### config.mk
export PLATFORM = sky130hd
export DESIGN_NAME = alu_shifter_input_stage
export DESIGN_NICKNAME = d
export VERILOG_FILES = /design/src/hw/alu_stage_pkg.sv /design/src/hw/result_fifo.sv /design/src/hw/stage_regs.sv /design/src/hw/alu_shifter_input_stage.sv
export SDC_FILE = /design/constraint.sdc
export NUM_CORES = 1
export LEC_CHECK = 0
export BUFFER_PORTS_ARGS = -buffer_cell sky130_fd_sc_hd__buf_2
export CORE_MARGIN = 2
export CORE_UTILIZATION = 53
export CTS_BUF_LIST = sky130_fd_sc_hd__clkbuf_2
export DETAILED_ROUTE_END_ITERATION = 12
export GPL_TIMING_DRIVEN = 0
export PLACE_DENSITY = 0.73
export SLEW_MARGIN = 20
export SYNTH_ARGS = -nofsm -noshare
export SYNTH_HDL_FRONTEND = slang
export SYNTH_SLANG_ARGS = --single-unit
### constraint.sdc
create_clock -name sys_clk -period 4.8 [get_ports sys_clk]
set_clock_uncertainty 0.15 [all_clocks]
set_input_delay 0 -clock sys_clk [delete_from_list [all_inputs] [get_ports sys_clk]]
set_output_delay 0 -clock sys_clk [all_outputs]
set_load 0.01 [all_outputs]
### src/hw/alu_stage_pkg.sv
// shared constants, types and helpers for the alu input stage
// assumes one 100 MHz clock and a 32-bit apb register port
package alu_stage_pkg;

    // datapath geometry
    localparam int WORD_W = 16;
    localparam int SCRATCH_N = 4;
    localparam int FIFO_DEPTH = 8;
    localparam int SHIFT_W = 4;

    // apb byte offsets
    localparam logic [7:0] CTRL_OFFSET = 8'h00;
    localparam logic [7:0] STATUS_OFFSET = 8'h04;

    // field positions in the control word
    localparam int CTRL_PREC_POS = 0;
    localparam int CTRL_SHIFT_POS = 4;

    // field positions in the status word
    localparam int STAT_CARRY_POS = 0;
    localparam int STAT_STALL_POS = 1;
    localparam int STAT_SLICE_POS = 4;

    // multiprecision field width: one 16-bit slice per cycle
    typedef enum logic [1:0] {
        PREC_16,
        PREC_32,
        PREC_64
    } precision_e;

    // values after reset
    localparam precision_e CTRL_PREC_RESET = PREC_16;
    localparam logic [SHIFT_W-1:0] CTRL_SHIFT_RESET = 4'h0;

    // software control carried to the datapath
    typedef struct packed {
        precision_e precision;
        logic [SHIFT_W-1:0] shift_amount;
    } ctrl_s;

    // datapath state shown to software
    typedef struct packed {
        logic carry;
        logic stall;
        logic [1:0] slice;
    } status_s;

    // one word of the result stream
    typedef struct packed {
        logic last;
        logic carry;
        logic [WORD_W-1:0] data;
    } result_s;

    // index of the final slice for a field width
    function automatic logic [1:0] last_slice(input precision_e p);
        case (p)
            PREC_32: last_slice = 2'h1;
            PREC_64: last_slice = 2'h3;
            default: last_slice = 2'h0;
        endcase
    endfunction

endpackage

### src/hw/result_fifo.sv
// result fifo with a registered head word
// assumes one clock; the head register adds one word of capacity
`timescale 1ns/10ps
module result_fifo #(
    parameter int WIDTH = 18,
    parameter int DEPTH = 8
) (
    // clock and reset
    input wire logic clk,
    input wire logic rst_n,
    // filling side
    input wire logic in_valid,
    output logic in_ready,
    input wire logic [WIDTH-1:0] in_data,
    // draining side
    output logic out_valid,
    input wire logic out_ready,
    output logic [WIDTH-1:0] out_data
);
    localparam int PTR_W = $clog2(DEPTH);

    logic [WIDTH-1:0] mem_q [DEPTH]; // storage, no reset needed
    logic [PTR_W-1:0] wr_q, wr_d; // write pointer
    logic [PTR_W-1:0] rd_q, rd_d; // read pointer
    logic [PTR_W:0] count_q, count_d; // words held in storage
    logic head_valid_q, head_valid_d; // head register occupied
    logic [WIDTH-1:0] head_q, head_d; // head word shown at the port
    logic push; // word accepted this cycle
    logic pop; // word moved from storage to head

    // full is honest: ready falls as soon as storage holds depth words
    assign in_ready = (count_q != (PTR_W+1)'(DEPTH));
    assign push = in_valid & in_ready;
    assign out_valid = head_valid_q;
    assign out_data = head_q;

    // pointer, count and head next values
    always_comb begin
        pop = (count_q != '0) & (~head_valid_q | out_ready);
        wr_d = push ? PTR_W'(wr_q + 1'b1) : wr_q;
        rd_d = pop ? PTR_W'(rd_q + 1'b1) : rd_q;
        count_d = (PTR_W+1)'(count_q + push - pop);
        head_d = pop ? mem_q[rd_q] : head_q;
        if (pop) begin
            head_valid_d = 1'b1;
        end else if (out_ready) begin
            head_valid_d = 1'b0;
        end else begin
            head_valid_d = head_valid_q;
        end
    end

    // control registers
    always_ff @(posedge clk or negedge rst_n) begin
        if (!rst_n) begin
            wr_q <= '0;
            rd_q <= '0;
            count_q <= '0;
            head_valid_q <= 1'b0;
        end else begin
            wr_q <= wr_d;
            rd_q <= rd_d;
            count_q <= count_d;
            head_valid_q <= head_valid_d;
        end
    end

    // data registers carry no reset; valid flags guard them
    always_ff @(posedge clk) begin
        head_q <= head_d;
        if (push) begin
            mem_q[wr_q] <= in_data;
        end
    end
endmodule

### src/hw/stage_regs.sv
// apb slave holding the control word and reading back status
// assumes apb3 signalling; answers with one wait state
`timescale 1ns/10ps
module stage_regs (
    // clock and reset
    input wire logic sys_clk,
    input wire logic rst_n,
    // apb slave
    input wire logic [7:0] paddr,
    input wire logic psel,
    input wire logic penable,
    input wire logic pwrite,
    input wire logic [31:0] pwdata,
    output logic [31:0] prdata,
    output logic pready,
    output logic pslverr,
    // datapath side
    output alu_stage_pkg::ctrl_s ctrl,
    input wire alu_stage_pkg::status_s status
);
    alu_stage_pkg::ctrl_s ctrl_q, ctrl_d; // control word
    logic [31:0] rdata_q, rdata_d; // read answer
    logic ready_q, ready_d; // access phase complete
    logic err_q, err_d; // unmapped address
    logic mapped; // address decodes to a register
    logic commit; // edge at which the master sees pready

    assign ctrl = ctrl_q;
    assign prdata = rdata_q;
    assign pready = ready_q;
    assign pslverr = err_q;

    // next values; pready rises one cycle into the access phase
    always_comb begin
        mapped = (paddr == alu_stage_pkg::CTRL_OFFSET) |
                 (paddr == alu_stage_pkg::STATUS_OFFSET);
        commit = psel & penable & ready_q;
        ready_d = psel & penable & ~ready_q;
        err_d = psel & penable & ~ready_q & ~mapped;
        rdata_d = rdata_q;
        ctrl_d = ctrl_q;
        // an error answer always carries zero data, write or read
        if (psel & penable & ~ready_q & (~pwrite | ~mapped)) begin
            rdata_d = 32'h0000_0000;
            if (paddr == alu_stage_pkg::CTRL_OFFSET) begin
                rdata_d[alu_stage_pkg::CTRL_PREC_POS +: 2] =
                    ctrl_q.precision;
                rdata_d[alu_stage_pkg::CTRL_SHIFT_POS +:
                        alu_stage_pkg::SHIFT_W] = ctrl_q.shift_amount;
            end else if (paddr == alu_stage_pkg::STATUS_OFFSET) begin
                rdata_d[alu_stage_pkg::STAT_CARRY_POS] = status.carry;
                rdata_d[alu_stage_pkg::STAT_STALL_POS] = status.stall;
                rdata_d[alu_stage_pkg::STAT_SLICE_POS +: 2] = status.slice;
            end
        end
        // write lands only at the edge that completes the transfer
        if (commit & pwrite & (paddr == alu_stage_pkg::CTRL_OFFSET)) begin
            if (pwdata[alu_stage_pkg::CTRL_PREC_POS +: 2] == 2'h3) begin
                ctrl_d.precision = alu_stage_pkg::PREC_16; // undefined code
            end else begin
                ctrl_d.precision = alu_stage_pkg::precision_e'(
                    pwdata[alu_stage_pkg::CTRL_PREC_POS +: 2]);
            end
            ctrl_d.shift_amount = pwdata[alu_stage_pkg::CTRL_SHIFT_POS +:
                                         alu_stage_pkg::SHIFT_W];
        end
    end

    // register stage
    always_ff @(posedge sys_clk or negedge rst_n) begin
        if (!rst_n) begin
            ctrl_q.precision <= alu_stage_pkg::CTRL_PREC_RESET;
            ctrl_q.shift_amount <= alu_stage_pkg::CTRL_SHIFT_RESET;
            rdata_q <= 32'h0000_0000;
            ready_q <= 1'b0;
            err_q <= 1'b0;
        end else begin
            ctrl_q <= ctrl_d;
            rdata_q <= rdata_d;
            ready_q <= ready_d;
            err_q <= err_d;
        end
    end
endmodule

### src/hw/alu_shifter_input_stage.sv
// input capture stage of a 16-bit alu with a barrel shifter
// assumes operand and select pins synchronous to sys_clk
//
// Implementation choices: register access over APB and the placing of the registers.
`timescale 1ns/10ps
module alu_shifter_input_stage (
    // clock and reset
    input wire logic sys_clk,
    input wire logic rst_n,
    // apb register port
    input wire logic [7:0] paddr,
    input wire logic psel,
    input wire logic penable,
    input wire logic pwrite,
    input wire logic [31:0] pwdata,
    output logic [31:0] prdata,
    output logic pready,
    output logic pslverr,
    // operand ports
    input wire logic [15:0] first_operand_port,
    input wire logic [15:0] second_operand_port,
    input wire logic first_port_load_enable_n,
    input wire logic second_port_load_enable_n,
    // source selects and scratchpad control
    input wire logic [1:0] alu_first_source_select,
    input wire logic alu_second_source_select,
    input wire logic shifter_source_select,
    input wire logic [1:0] scratch_index,
    input wire logic scratch_load,
    input wire logic issue,
    // cascade carries
    input wire logic carry_input,
    output logic carry_output,
    // shifter result
    output logic [15:0] shifter_result,
    // alu result stream
    output logic result_valid,
    input wire logic result_ready,
    output logic [15:0] result_data,
    output logic result_last
);
    localparam int W = alu_stage_pkg::WORD_W;

    // first source codes of the alu a-side mux
    localparam logic [1:0] ASRC_PORT = 2'h0;
    localparam logic [1:0] ASRC_SCRATCH = 2'h1;
    localparam logic [1:0] ASRC_ALU = 2'h2;
    localparam logic [1:0] ASRC_SHIFT = 2'h3;

    alu_stage_pkg::ctrl_s ctrl; // software control word
    alu_stage_pkg::status_s status; // state shown to software
    alu_stage_pkg::result_s push_word; // word offered to the fifo
    alu_stage_pkg::result_s head_word; // word at the fifo head
    logic fifo_ready; // fifo can take a word
    logic stall; // result pending but fifo full

    // operand input registers (no reset)
    logic [W-1:0] a_reg_q, a_reg_d;
    logic [W-1:0] b_reg_q, b_reg_d;
    // scratchpad (no reset)
    logic [W-1:0] scratch_q [alu_stage_pkg::SCRATCH_N];
    // alu and shifter feedback registers (no reset)
    logic [W-1:0] alu_res_q, alu_res_d;
    logic [W-1:0] shift_res_q, shift_res_d;

    // latched controls, defined after reset
    logic [1:0] a_sel_q, a_sel_d;
    logic b_sel_q, b_sel_d;
    logic s_sel_q, s_sel_d;
    logic [1:0] sp_idx_q, sp_idx_d;
    logic sp_load_q, sp_load_d;
    logic issue_q, issue_d;
    logic cin_pin_q, cin_pin_d;
    // carry kept from the last alu cycle
    logic carry_q, carry_d;
    // slice position inside a multiprecision field
    logic [1:0] slice_q, slice_d;
    // word produced by the alu in the cycle now ending
    logic push_q, push_d;
    logic last_q, last_d;

    // combinational datapath
    logic [W-1:0] a_mux; // alu first operand
    logic [W-1:0] b_mux; // alu second operand
    logic [W-1:0] s_mux; // shifter input
    logic [W-1:0] scratch_rd; // scratchpad word selected by index
    logic alu_cin; // carry into the lsb of the alu
    logic [W:0] alu_sum; // alu result with carry out
    logic [2*W-1:0] s_dbl; // doubled word for rotation
    logic [W-1:0] s_rot; // rotated shifter word
    logic is_last; // current slice closes the field

    // register file and status port
    stage_regs regs (
        .sys_clk(sys_clk),
        .rst_n(rst_n),
        .paddr(paddr),
        .psel(psel),
        .penable(penable),
        .pwrite(pwrite),
        .pwdata(pwdata),
        .prdata(prdata),
        .pready(pready),
        .pslverr(pslverr),
        .ctrl(ctrl),
        .status(status)
    );

    // status bits come from registers only
    always_comb begin
        status.carry = carry_q;
        status.stall = stall;
        status.slice = slice_q;
    end

    // a word waiting for a full fifo freezes the datapath registers (apb still works), so
    // nothing downstream is lost; the pins are ignored meanwhile
    assign stall = push_q & ~fifo_ready;

    // sources are picked by the latched selects, so a select taken
    // at one edge steers the cycle that this edge starts
    always_comb begin
        scratch_rd = scratch_q[sp_idx_q];
        case (a_sel_q)
            ASRC_PORT: a_mux = a_reg_q;
            ASRC_SCRATCH: a_mux = scratch_rd;
            ASRC_ALU: a_mux = alu_res_q;
            ASRC_SHIFT: a_mux = shift_res_q;
            default: a_mux = a_reg_q;
        endcase
        b_mux = b_sel_q ? scratch_rd : b_reg_q;
        s_mux = s_sel_q ? alu_res_q : b_reg_q;
    end

    // alu: the first slice of a field takes the cascade pin, later
    // slices take the carry kept from the alu cycle before
    always_comb begin
        is_last = (slice_q == alu_stage_pkg::last_slice(ctrl.precision));
        alu_cin = (slice_q == 2'h0) ? cin_pin_q : carry_q;
        alu_sum = {1'b0, a_mux} + {1'b0, b_mux} + {{W{1'b0}}, alu_cin};
    end

    // barrel shifter: left rotate by the programmed amount
    always_comb begin
        s_dbl = {s_mux, s_mux} << ctrl.shift_amount;
        s_rot = s_dbl[2*W-1:W];
    end

    // next values of the latched controls and carry
    always_comb begin
        a_sel_d = a_sel_q;
        b_sel_d = b_sel_q;
        s_sel_d = s_sel_q;
        sp_idx_d = sp_idx_q;
        sp_load_d = sp_load_q;
        issue_d = issue_q;
        cin_pin_d = cin_pin_q;
        carry_d = carry_q;
        slice_d = slice_q;
        push_d = push_q;
        last_d = last_q;
        if (!stall) begin
            // selects are latched every edge and act one cycle on
            a_sel_d = alu_first_source_select;
            b_sel_d = alu_second_source_select;
            s_sel_d = shifter_source_select;
            sp_idx_d = scratch_index;
            sp_load_d = scratch_load;
            issue_d = issue;
            cin_pin_d = carry_input;
            // alu carry stored at the end of every cycle
            carry_d = alu_sum[W];
            push_d = issue_q;
            last_d = is_last;
            if (issue_q) begin
                // one slice per issued cycle, wrapping per field
                slice_d = is_last ? 2'h0 : 2'(slice_q + 2'h1);
            end
        end
    end

    // control registers, all on the single rising edge
    always_ff @(posedge sys_clk or negedge rst_n) begin
        if (!rst_n) begin
            a_sel_q <= ASRC_PORT;
            b_sel_q <= 1'b0;
            s_sel_q <= 1'b0;
            sp_idx_q <= 2'h0;
            sp_load_q <= 1'b0;
            issue_q <= 1'b0;
            cin_pin_q <= 1'b0;
            carry_q <= 1'b0;
            slice_q <= 2'h0;
            push_q <= 1'b0;
            last_q <= 1'b0;
        end else begin
            a_sel_q <= a_sel_d;
            b_sel_q <= b_sel_d;
            s_sel_q <= s_sel_d;
            sp_idx_q <= sp_idx_d;
            sp_load_q <= sp_load_d;
            issue_q <= issue_d;
            cin_pin_q <= cin_pin_d;
            carry_q <= carry_d;
            slice_q <= slice_d;
            push_q <= push_d;
            last_q <= last_d;
        end
    end

    // next values of the data registers
    always_comb begin
        a_reg_d = a_reg_q;
        b_reg_d = b_reg_q;
        alu_res_d = alu_res_q;
        shift_res_d = shift_res_q;
        if (!stall) begin
            // the active-low enables gate each port register
            if (!first_port_load_enable_n) begin
                a_reg_d = first_operand_port;
            end
            if (!second_port_load_enable_n) begin
                b_reg_d = second_operand_port;
            end
            alu_res_d = alu_sum[W-1:0];
            shift_res_d = s_rot;
        end
    end

    // data registers hold whatever they power up with until loaded;
    // leaving out the reset saves area on the wide paths
    always_ff @(posedge sys_clk) begin
        a_reg_q <= a_reg_d;
        b_reg_q <= b_reg_d;
        alu_res_q <= alu_res_d;
        shift_res_q <= shift_res_d;
    end

    // scratchpad: the latched index picks the word the alu result
    // is written into at the end of the cycle
    genvar gi;
    generate
        for (gi = 0; gi < alu_stage_pkg::SCRATCH_N; gi++) begin : g_sp
            logic [W-1:0] sp_d; // next value of this word
            always_comb begin
                sp_d = scratch_q[gi];
                if (!stall && sp_load_q && (sp_idx_q == 2'(gi))) begin
                    sp_d = alu_sum[W-1:0];
                end
            end
            always_ff @(posedge sys_clk) begin
                scratch_q[gi] <= sp_d;
            end
        end
    endgenerate

    // fifo input word: result registers of the cycle just ended
    always_comb begin
        push_word.last = last_q;
        push_word.carry = carry_q;
        push_word.data = alu_res_q;
    end

    // result buffer; its fullness stalls the stage
    result_fifo #(
        .WIDTH($bits(alu_stage_pkg::result_s)),
        .DEPTH(alu_stage_pkg::FIFO_DEPTH)
    ) fifo (
        .clk(sys_clk),
        .rst_n(rst_n),
        .in_valid(push_q),
        .in_ready(fifo_ready),
        .in_data(push_word),
        .out_valid(result_valid),
        .out_ready(result_ready),
        .out_data(head_word)
    );

    // stream fields unpacked from the registered head word
    assign result_data = head_word.data;
    assign result_last = head_word.last;
    // cascade output straight from the kept carry
    assign carry_output = carry_q;
    assign shifter_result = shift_res_q;
endmodule

; Word-level counts from Yosys, hierarchy flattened
; Memories as Yosys holds them, arrays and structs flattened. A register that Yosys moved wholly into a read port is not among the register bits.
; Index checks and enable logic that the tools add are counted.
[classes]
n_bitwise = 21
reduce_logical = 18
shift = 1
div_mod_pow = 0
addsub = 7
order_cmp = 0
multipliers = 0
eq_ne = 16
muxes = 29
[op_table]
columns = op, n
row1 = 16-bit 2-to-1 mux, 9
row2 = 16-bit case mux with 4 select lines, 1
row3 = 16-bit OR reduction, 3
row4 = 32-bit by 4-bit << shifter with 32-bit output, 1
row5 = 2-bit 2-to-1 mux, 10
row6 = 16-bit by 16-bit adder with 17-bit output, 1
row7 = 17-bit by 1-bit adder with 17-bit output, 1
row8 = "2-bit equality test, second input constant", 6
row9 = 1-bit bitwise AND, 10
row10 = "8-bit by 3-bit equality test with 1-bit output, second input constant", 1
row11 = 8-bit logical NOT, 1
row12 = 1-bit 2-to-1 mux, 8
row13 = 1-bit NOT, 8
row14 = "3-bit by 1-bit adder with 3-bit output, second input constant", 2
row15 = "2-bit by 1-bit equality test with 1-bit output, second input constant", 3
row16 = 2-bit logical NOT, 3
row17 = 2-bit AND reduction, 3
row18 = 1-bit logical AND, 5
row19 = 4-bit by 1-bit adder with 4-bit output, 1
row20 = "1-bit inequality test, second input constant", 4
row21 = "4-bit inequality test, second input constant", 1
row22 = 2-bit case mux with 2 select lines, 1
row23 = 4-bit nonzero test, 1
row24 = 4-bit by 1-bit subtractor with 4-bit output, 1
row25 = other kinds (5), 7
[word_totals]
latchBits = 0
out_inout_bits = 69
register_bits = 103
mem_bits_rw = 208
mem_count = 2
romBits = 0
[memory_table]
columns = name, depth, width, rd, rd_ports_with_merged_regs, write_ports, line_no
row1 = fifo.mem_q, 8, 18, 1, 1, 1, result_fifo.sv:22  ; logic [WIDTH-1:0] mem_q [DEPTH];
row2 = scratch_q, 4, 16, 1, 0, 1, alu_shifter_input_stage.sv:61  ; logic [W-1:0] scratch_q [alu_stage_pkg::SCRATCH_N];

; Longest topological paths before layout
; Gate-level depths: netlist of run 1.
[depth]
ltp_word = 11
depth_mapped = 13
depth_no_buf = 12

; Hierarchy
; From an unflattened synthesis of run 1, not the netlist that was laid out.
[hier_totals]
hier_cells = 829
hier_area_um2 = 14796.7
[modules_own_cells]
columns = module, cells_per_inst, n_inst, area_each_um2
row1 = alu_shifter_input_stage, 470, 1, 7262.0
row2 = result_fifo, 284, 1, 6690.2
row3 = stage_regs, 75, 1, 844.6

; Worst setup path after synthesis of run 1
; Ideal clock, no wire load.
[synth_timing]
path_kind = register to register
startpoint = register sp_idx_q[1]
endpoint = register alu_res_q[14] (data pin)
setup_time_ns = 0.191
slack_ns = 1.057
path_stages_with_launch = 14
arrival_ns = 3.402
path_cell_list = dfrtp_1 > clkbuf_1 > mux4_2 > mux4_2 > inv_1 > fa_1 > inv_1 > fa_1 > a21o_1 > a31oi_1 > o21ai_2 > a2111o_1 > nand3_1 > xor2_1
[synth_via]
elab_chain_cells = 4
word_cells_on_any_way = 5
cone_classes = add/sub: 2 / mux: 2 / memory: 1
[synth_rtl]
columns = element, line_no
row1 = start: declaration, alu_shifter_input_stage.sv:70  ; logic [1:0] sp_idx_q, sp_idx_d;
row2 = start signal: assignment, alu_shifter_input_stage.sv:200  ; sp_idx_q <= sp_idx_d;
row3 = memory 4 x 16 bit (*), n/a
row4 = 16-bit case mux with 4 select lines / 16-bit 2-to-1 mux (equally long branches), "alu_shifter_input_stage.sv:124, alu_shifter_input_stage.sv:131"
row5 = 16-bit by 16-bit adder with 17-bit output (*), alu_shifter_input_stage.sv:140  ; alu_sum = {1'b0, a_mux} + {1'b0, b_mux} + {{W{1'b0}}, alu_cin};
row6 = 17-bit by 1-bit adder with 17-bit output (*), alu_shifter_input_stage.sv:140
row7 = net alu_sum[14], alu_shifter_input_stage.sv:88  ; logic [W:0] alu_sum;
row8 = end signal: assignment, alu_shifter_input_stage.sv:235  ; alu_res_q <= alu_res_d;
row9 = end: declaration, alu_shifter_input_stage.sv:63  ; logic [W-1:0] alu_res_q, alu_res_d;
; The timed path passes the listed nets; every way through them passes the cells marked *.
; A chain may end at the register's enable or synchronous reset.

; Worst setup path after layout of run 1
[layout_timing]
startpoint = register sp_idx_q[1]
endpoint = memory scratch_q[0][14] in the netlist's numbering (data pin)
[layout_via]
elab_chain_cells = 8
word_cells_on_any_way = 24
cone_classes = add/sub: 2 / eq/ne: 6 / mux: 9 / reduce/logical: 6 / memory: 1
[layout_rtl]
columns = element, line_no
row1 = memory 4 x 16 bit (*), n/a
row2 = 16-bit case mux with 4 select lines / 16-bit 2-to-1 mux (equally long branches), "alu_shifter_input_stage.sv:124, alu_shifter_input_stage.sv:131"
row3 = 16-bit by 16-bit adder with 17-bit output (*), alu_shifter_input_stage.sv:140
row4 = 17-bit by 1-bit adder with 17-bit output (*), alu_shifter_input_stage.sv:140
row5 = net alu_sum[14], alu_shifter_input_stage.sv:88
row6 = 16-bit 2-to-1 mux, alu_shifter_input_stage.sv:247  ; if (!stall && sp_load_q && (sp_idx_q == 2'(gi))) begin
row7 = 16-bit 2-to-1 mux (no source line) (2 in series), n/a
row8 = 16-bit 2-to-1 mux (no source line) (*), n/a
row9 = end: declaration, alu_shifter_input_stage.sv:61
; The timed path passes the listed nets; every way through them passes the cells marked *. The select of a mux whose other input is x is not followed.

==> results_dict.tcl, run 1 <==
set metrics [dict create \
    ir_drop_mv 0.349 \
    arrival_ps 4960 \
    wl_per_cell_um 21.2 \
    worstPathMaxFanout 10 \
    setup_viol 0 \
    first_pass_iters 6 \
    die-width_um 168 \
    num_vias 8753 \
    synthFlopType "edfxtp_1" \
    cts.sinks 320 \
    tightest_slew_ps 913 \
    initial_core_util_pct 54.2 \
    port_buffers 104 \
    cts-buffers-inserted 80 \
    grt-ovfl-total 0 \
    cts.repair.resized 0 \
    layout-drive-gt1-share_pct 35.4 \
    cellPowerDensity_nw_per_um2 582 \
    busiest_layer "met2" \
    synth-seq-area-share_pct 66.3 \
    dp.final_hpwl_um 21000 \
    min_period_ps 4530 \
    drt_iter0_drc 725 \
    whs_ps 66.9 \
    gp_congestion 0.893 \
    cts_setup_buffers 0 \
    drv_cap 0 \
    start_kind "flip-flop" \
    globalRouteTotalUtil_pct 23.8 \
    io-pin-count 158 \
    max-clock-path-buffers 3 \
    antenna_found_initial 1 \
    antenna_left 0 \
    drc_errors 0 \
    htree_levels 3 \
    fin_setup_tns_ps 0 \
    rsz0062_at_grt "no" \
    vias_per_cell 5.61 \
    clkTransAtPathRegs_ps 110 \
    r2r_setup_slack_ps 270 \
    grt_max_degree 40 \
    status "completed" \
    dieHeight_um 168 \
    syn_inst 810 \
    regArea_um2 9410 \
    cts_tree "yes" \
    hold_violations 0 \
    grt_pass1_vias 8980 \
    netlist_area_um2 14200 \
    met2_usage_pct 41.0 \
    yosysWarningCount 0 \
    crit_type "reg2reg" \
    clock-root-buffer "clkbuf_2" \
    grtUsageMet1_pct 30.1 \
    synth_edf_count 281 \
    crit_required_ps 5230 \
    use_met3_pct 4.09 \
    endpoint_kind "flip-flop" \
    ctsHoldBuffers 130 \
    async_flop_share_pct 12.2 \
    ys_ff_latch 320 \
    crit_start "sp_idx_q[1]" \
    area_delta_synth_final_pct 23.7 \
    core_area_um2 26200 \
    reg2reg_from "sp_idx_q[1]" \
    final_max_slew_viol_count 0 \
    relSlewSlack_pct 39.1 \
    syn_avg_cell_area_um2 17.5 \
    fin_crit_sh_pct 94.3 \
    grt_pass1_wl_um 50000 \
    max_freq_mhz 221 \
    p_leak_nw 6.74 \
    multiInputGateArea_um2 4460 \
    hp-class "in2async" \
    die_area_um2 28100 \
    drt-total-wl_um 33000 \
    synth_cell_type_count 52 \
    nNetsFinal 1284 \
    fillers 1759 \
    num_rows 59 \
    clock_latency_ps 860 \
]
[synthesized netlist by cell type (3+ instances only)]
cell type  number  area [um2]
o21a_1          4        30.0
mux4_1         13         342
fa_1            3        60.1
buf_1           3        11.3
o21ai_2         9        78.8
buf_2          10        50.1
xnor2_1         9        78.8
nor2_1         21        78.8
nor2b_1         4        25.0
ha_1           25         313
o31ai_1         5        37.5
inv_1          20        75.1
nand2b_1        6        37.5
nand2_1        72         270
a31oi_1         3        18.8
clkbuf_1       23        86.3
xor2_1         12         105
nand3_1         5        25.0
buf_4          26         195
a21o_1          6        45.0
mux4_2         69        1550
o21ai_1         4        20.0
mux2i_1        31         310
a21oi_1        10        50.1
nor3_1          7        35.0
mux2_2         46         518
o21ai_0        15        75.1
edfxtp_1      281        8440
dfrtp_1        39         976
[worst max-delay path, cell delays in order (launching register included)]
cell and delay (ps):
dfrtp_1 350, clkbuf_1 500, mux4_2 440, mux4_2 480
inv_1 110, fa_1 190, inv_1 50, fa_1 390
a21o_1 210, a31oi_1 290, o21ai_2 160, a2111o_1 430
nand3_1 110, xor2_1 400
[cells in the final DEF, fill, tap and decap left out, types with 9 or more instances in the layout]
cell             n
edfxtp_1       281
dlygate4sd3_1  129
clkbuf_2       119
buf_2          114
nand2_1         72
mux4_2          69
mux2_2          46
dfrtp_1         39
mux2i_1         31
buf_4           31
conb_1          26
ha_1            25
clkbuf_1        22
inv_1           20
o21ai_0         15
mux4_1          13
xor2_1          12
nor2_1          11
clkinv_1        10
a21oi_1          9
o21ai_2          9
xnor2_1          9
nor2_2           9
[logic make-up after synthesis]
kind of cell | count (synthesis) | synth area share [%]
fa+ha+maj | 28 | 2.62
flops | 320 | 66.3
other cells | 1 | 0.0264
compound gates | 68 | 3.27
buf+inv | 87 | 3.41
xor+xnor | 21 | 1.29
simple gates | 126 | 3.95
mux | 159 | 19.2
[state kept, by name, indices dropped and copies added (netlist names), 2 cells and up]
register and cells:
fifo.mem_q 136, shifter_result 16, a_reg_q 16, slice_q 2, scratch_q 64, regs.prdata 6
b_reg_q 16, sp_idx_q 2, fifo.out_data 17, fifo.rd_q 3, fifo.wr_q 3, a_sel_q 2
fifo.count_q 4, alu_res_q 16, regs.ctrl 6
[report_power, final]
group	internal, mW	switching [mW]
Sequential	4.38	0.480
Combinational	1.55	1.95
Clock	0.811	1.07
[final cells by class]
class | count | area share [%]
sequential | 320 | 53.5
antenna | 3 | 0.0427
tap | 335 | 2.38
multi-input combinational | 428 | 25.4
buffer | 66 | 2.31
timing repair buffer | 250 | 11.6
clock inverter | 19 | 0.911
clock buffer | 118 | 3.36
inverter | 21 | 0.448
[stage by stage]
step	power [mW]	util, %	setup WS [ps]	instances	area, um2
5_1_grt	10.8	67.1	68.9	1559	17600
3_3_place_gp	8.12	58.2	386	1274	15200
2_1_floorplan	7.10	-	1060	835	14300
4_1_cts	10.3	67.1	301	1557	17600
3_5_place_dp	8.30	59.2	331	1290	15500
6_report	10.2	67.1	273	1560	17600
[worst paths after layout]
| kind | to | cells past startpoint |
|---|---|---|
| max in group asynchronous | a_sel_q[0] | 4 |
| min | fifo.rd_q[2] | 4 |
| min in group sys_clk | b_reg_q[8] | 3 |
| max reg2reg | scratch_q[0][14] | 13 |
| max | scratch_q[0][14] | 13 |
| min reg2reg | regs.prdata[5] | 2 |
[per-layer routing]
| layer | routed length (um) | vias up |
|---|---|---|
| met1 | 13100 | 4357 |
| met5 | 0 | - |
| met3 | 1950 | 107 |
| li1 | - | 3904 |
| met4 | 1170 | 0 |
| met2 | 16800 | 385 |
(Power assumes the default switching activity.)
==> run 2: changes to the inputs <==
SYNTH_HIERARCHICAL = 1   (was default)
==> results_dict.tcl, run 2 <==
set metrics [dict create \
    nNetsFinal 1291 \
    cellPowerDensity_nw_per_um2 575 \
    num_vias 8906 \
    tightest_slew_ps 817 \
    antenna_left 0 \
    syn_avg_cell_area_um2 17.7 \
    path_cells "clkbuf_1 > mux4_2 > mux4_2 > inv_1 > fa_1 > inv_1 > fa_1 > a211oi_1 > o21ai_0 > a21o_1 > a21o_1 > xor2_1" \
    grt_max_degree 40 \
    die-width_um 169 \
    first_pass_iters 5 \
    layout-drive-gt1-share_pct 33.6 \
    grt-ovfl-total 0 \
    cts.sinks 320 \
    dieHeight_um 169 \
    cts_tree "yes" \
    critPathMaxStageDelay_ps 540 \
    wl_per_cell_um 21.5 \
    p_leak_nw 7.00 \
    final_max_slew_viol_count 0 \
    dp.final_hpwl_um 21600 \
    die_area_um2 28600 \
    largest_reg_flops 136 \
    regArea_um2 9410 \
    cp_slowest_cell "clkbuf_1" \
    grt_pass1_vias 9162 \
    clock-root-buffer "clkbuf_2" \
    grt_pass1_wl_um 51900 \
    syn_inst 817 \
    drt_iter0_drc 709 \
    area_delta_synth_final_pct 23.2 \
    combPwrFrac_pct 34.9 \
    drv_cap 0 \
    ir_drop_mv 0.356 \
    placed_area_um2 15800 \
    r2r_setup_slack_ps 280 \
    final_cell_mix "281 x edfxtp_1, 128 x dlygate4sd3_1, 126 x clkbuf_2" \
    seqPwrFrac_pct 47.2 \
    hold_violations 0 \
    fillers 1865 \
    design_area_um2 17800 \
    vias_per_cell 5.63 \
    whs_ps 134 \
    core_area_um2 26900 \
    intPower_mw 6.69 \
    rsz0062_at_grt "no" \
    crit_required_ps 5230 \
    relSlewSlack_pct 45.2 \
    status "completed" \
    fin_crit_sh_pct 94.1 \
    clock_latency_ps 880 \
    port_buffers 104 \
    endpoint_kind "flip-flop" \
    multiInputGateArea_um2 4700 \
    p_sw_mw 3.55 \
    worstPathMaxFanout 10 \
    drc_errors 0 \
    io-pin-count 158 \
    drt-total-wl_um 33900 \
    crit_family "compound AO/OA/AOI/OAI gates" \
    switching_share_pct 34.7 \
    fin_setup_tns_ps 0 \
    largest_register "fifo/mem_q" \
    setup_viol 0 \
    max_freq_mhz 221 \
    antenna_found_initial 1 \
    path_buf_inv 3 \
    clkTransAtPathRegs_ps 130 \
    arrival_ps 4940 \
    cts-buffers-inserted 80 \
    yosysWarningCount 6 \
    crit_type "reg2reg" \
    max-clock-path-buffers 3 \
    cts_setup_buffers 0 \
    netlist_area_um2 14500 \
    ctsHoldBuffers 129 \
    htree_levels 3 \
    num_rows 60 \
    hp-class "in2reg" \
    gp_congestion 0.895 \
    min_period_ps 4520 \
    pwr-share-clk_pct 17.9 \
    cts.repair.resized 0 \
    initial_core_util_pct 53.8 \
    final_common_cell "edfxtp_1" \
    globalRouteTotalUtil_pct 24.3 \
    start_kind "flip-flop" \
]
-- run 2: final timing paths --
kind / start / cells past startpoint / endpoint
worst max-delay path: sp_idx_q[1] / 12 / alu_res_q[12]
worst min register to register: regs/prdata[6] / 1 / regs/prdata[6]
worst min-delay path: result_ready / 5 / fifo/rd_q[0]
worst max register to register: sp_idx_q[1] / 12 / alu_res_q[12]
max in group asynchronous: rst_n / 5 / a_sel_q[0]
min in group asynchronous: rst_n / 5 / sp_idx_q[1]
-- run 2: power groups by stage --
stage | logic, mW | clock network [mW] | registers [mW]
after detailed placement | 3.46 | 0 | 4.88
final | 3.58 | 1.83 | 4.83
after floorplan | 2.38 | 0 | 4.73
after CTS | 3.56 | 1.86 | 4.82
after global routing | 3.89 | 2.02 | 4.90
after global placement | 3.29 | 0 | 4.84
-- run 2: per-stage QoR --
step                      utilization [%]  worst slack [ps]  power [mW]  instances
after global routing                 66.3              53.4        10.8       1581
after detailed placement             58.7               501        8.34       1304
final                                66.3               284        10.2       1581
after global placement               57.7               505        8.13       1287
after floorplan                         -              1180        7.11        842
after CTS                            66.3               406        10.2       1579
-- run 2: per-layer routing --
layer / track usage (%) / share of wire [%] / vias up
li1: - / - / 3984
met1: 30.5 / 39 / 4421
met2: 41.5 / 51 / 410
met3: 4.48 / 6.4 / 91
met4: 11.1 / 3.7 / 0
met5: 0 / 0 / -
-- run 2: layout make-up --
type | count | share of cell area, %
timing repair buffer | 250 | 11.4
multi-input combinational | 435 | 26.3
inverter | 23 | 0.484
buffer | 64 | 2.36
clock inverter | 21 | 0.660
clock buffer | 125 | 3.51
tap | 341 | 2.39
antenna | 2 | 0.0281
sequential | 320 | 52.8
-- run 2: worst reg2reg max path: cells and delay by family, from the launching register on --
family,cells,cell delay [ps]
buffers and inverters,3,700
adders and majority gates,2,630
muxes,2,930
xor gates and xnor gates,1,340
DFF,1,360
AOI/OAI and AO/OA,4,1080
==> run 3: changes to the inputs <==
BUFFER_PORTS_ARGS = default   (was -buffer_cell sky130_fd_sc_hd__buf_2)
DONT_BUFFER_PORTS = 1   (was default)
PLACE_DENSITY = 0.68   (was 0.73)
==> results_dict.tcl, run 3 (same netlist as run 2, synthesis figures left out) <==
set metrics [dict create \
    cts_setup_buffers 0 \
    gp_congestion 0.821 \
    final_common_cell "edfxtp_1" \
    clkTransAtPathRegs_ps 110 \
    totalPowerFinal_mw 10.2 \
    antenna_found_initial 1 \
    ir_drop_mv 0.349 \
    dp.final_hpwl_um 22100 \
    rsz0062_at_grt "no" \
    cts_tree "yes" \
    grt_pass1_wl_um 52100 \
    arrival_ps 4890 \
    crit_type "reg2reg" \
    die_area_um2 28600 \
    vias_per_cell 5.75 \
    drc_errors 0 \
    nNetsFinal 1184 \
    reg2reg_from "sp_idx_q[1]" \
    ctsHoldBuffers 124 \
    fin_crit_sh_pct 92.5 \
    cellPowerDensity_nw_per_um2 587 \
    relSlewSlack_pct 45.2 \
    path_cells "clkbuf_1 > mux4_2 > mux4_2 > inv_1 > fa_1 > inv_1 > fa_1 > a211oi_1 > o21ai_0 > a21o_1 > a21o_1 > xor2_1" \
    max-clock-path-buffers 3 \
    cts.sinks 320 \
    start_kind "flip-flop" \
    final_max_slew_viol_count 0 \
    initial_core_util_pct 53.8 \
    globalRouteTotalUtil_pct 24.6 \
    pwr-share-clk_pct 18.4 \
    num_rows 60 \
    largest_register "fifo/mem_q" \
    dieHeight_um 169 \
    status "completed" \
    grt_max_degree 40 \
    cts-buffers-inserted 79 \
    worstPathMaxFanout 10 \
    crit_family "compound AO/OA/AOI/OAI gates" \
    crit_start "sp_idx_q[1]" \
    drt_iter0_drc 633 \
    wl_per_cell_um 23.1 \
    grt_pass1_vias 9002 \
    critPathMaxStageDelay_ps 530 \
    p_sw_mw 3.55 \
    min_period_ps 4440 \
    io-pin-count 158 \
    layout-drive-gt1-share_pct 27.2 \
    drt-total-wl_um 34100 \
    first_pass_iters 7 \
    antenna_left 0 \
    port_buffers 0 \
    core_area_um2 26900 \
    design_area_um2 17300 \
    endpoint_kind "flip-flop" \
    intPower_mw 6.61 \
    final_cell_mix "281 x edfxtp_1, 122 x dlygate4sd3_1, 113 x clkbuf_2" \
    drv_cap 0 \
    fin_setup_tns_ps 0 \
    crit_required_ps 5250 \
    switching_share_pct 34.9 \
    hp-class "in2async" \
    clock-root-buffer "clkbuf_2" \
    multiInputGateArea_um2 4690 \
    tightest_slew_ps 822 \
    clock_latency_ps 890 \
    htree_levels 3 \
    hold_violations 0 \
    cp_slowest_cell "clkbuf_1" \
    p_leak_nw 6.57 \
    max_freq_mhz 225 \
    path_buf_inv 3 \
    num_vias 8489 \
    setup_viol 0 \
    placed_area_um2 15300 \
    cts.repair.resized 0 \
    die-width_um 169 \
    regArea_um2 9410 \
    grt-ovfl-total 0 \
    largest_reg_flops 136 \
    combPwrFrac_pct 33.1 \
    seqPwrFrac_pct 48.5 \
    fillers 1909 \
    area_delta_synth_final_pct 19.7 \
]
run 3: cell types whose count changed in the layout (fill, tap and decap cells not counted), moves of 2 or more:
cell	previous run	this run
buf_2	114	10
buf_4	30	32
buf_6	13	16
buf_8	6	4
clkbuf_2	126	113
clkinv_1	16	25
clkinv_2	3	5
clkinv_4	0	2
dlygate4sd3_1	128	122
run 3: per-layer routing:
metal  vias up  global-route usage [%]  share of wire [%]
met5         -                       0                  0
met4         0                    11.7                3.7
met3        87                    5.13                5.5
met2       337                    42.0                 52
met1      4293                    30.0                 39
li1       3772                       -                  -
run 3: worst paths after layout:
check	to	slack, ps	depth (start not counted)
worst max register to register	alu_res_q[12]	360	12
max in group asynchronous	last_q	4120	4
worst max-delay path	alu_res_q[12]	360	12
worst min register to register	cin_pin_q	340	2
min in group sys_clk	regs/ctrl[5]	110	4
worst min-delay path	fifo/rd_q[0]	80	4
run 3: metrics by stage:
| stage | instances | utilization (%) | hold WS (ps) | worst slack (ps) |
|---|---|---|---|---|
| floorplan | 842 | - | -446 | 1180 |
| global placement | 1183 | 55.8 | -444 | 443 |
| detailed placement | 1203 | 56.8 | -445 | 403 |
| CTS | 1475 | 64.4 | 42.0 | 305 |
| global route | 1477 | 64.4 | 59.3 | 58.2 |
| finish | 1477 | 64.4 | 77.2 | 360 |
run 3: power groups by stage:
stage | Clock (mW) | Sequential [mW] | Combinational, mW
finish | 1.87 | 4.93 | 3.36
global route | 2.05 | 5.02 | 3.69
CTS | 1.90 | 4.93 | 3.37
detailed placement | 0 | 4.99 | 3.25
global placement | 0 | 4.94 | 3.04
floorplan | 0 | 4.73 | 2.38
run 3: worst reg2reg max path: stages, from the launching register on:
cell      delay [ps]
dfrtp_1          350
clkbuf_1         530
mux4_2           440
mux4_2           470
inv_1             90
fa_1             190
inv_1             50
fa_1             420
a211oi_1         340
o21ai_0          310
a21o_1           270
a21o_1           220
xor2_1           340
run 3: layout make-up:
class                           count  area share, %
Clock inverter                     36           1.22
Multi-Input combinational cell    435           27.1
Timing Repair Buffer              144           8.68
Tap cell                          341           2.46
Antenna cell                        2         0.0289
Clock buffer                      112           3.24
Buffer                             64           2.43
Sequential cell                   320           54.4
Inverter                           23          0.499
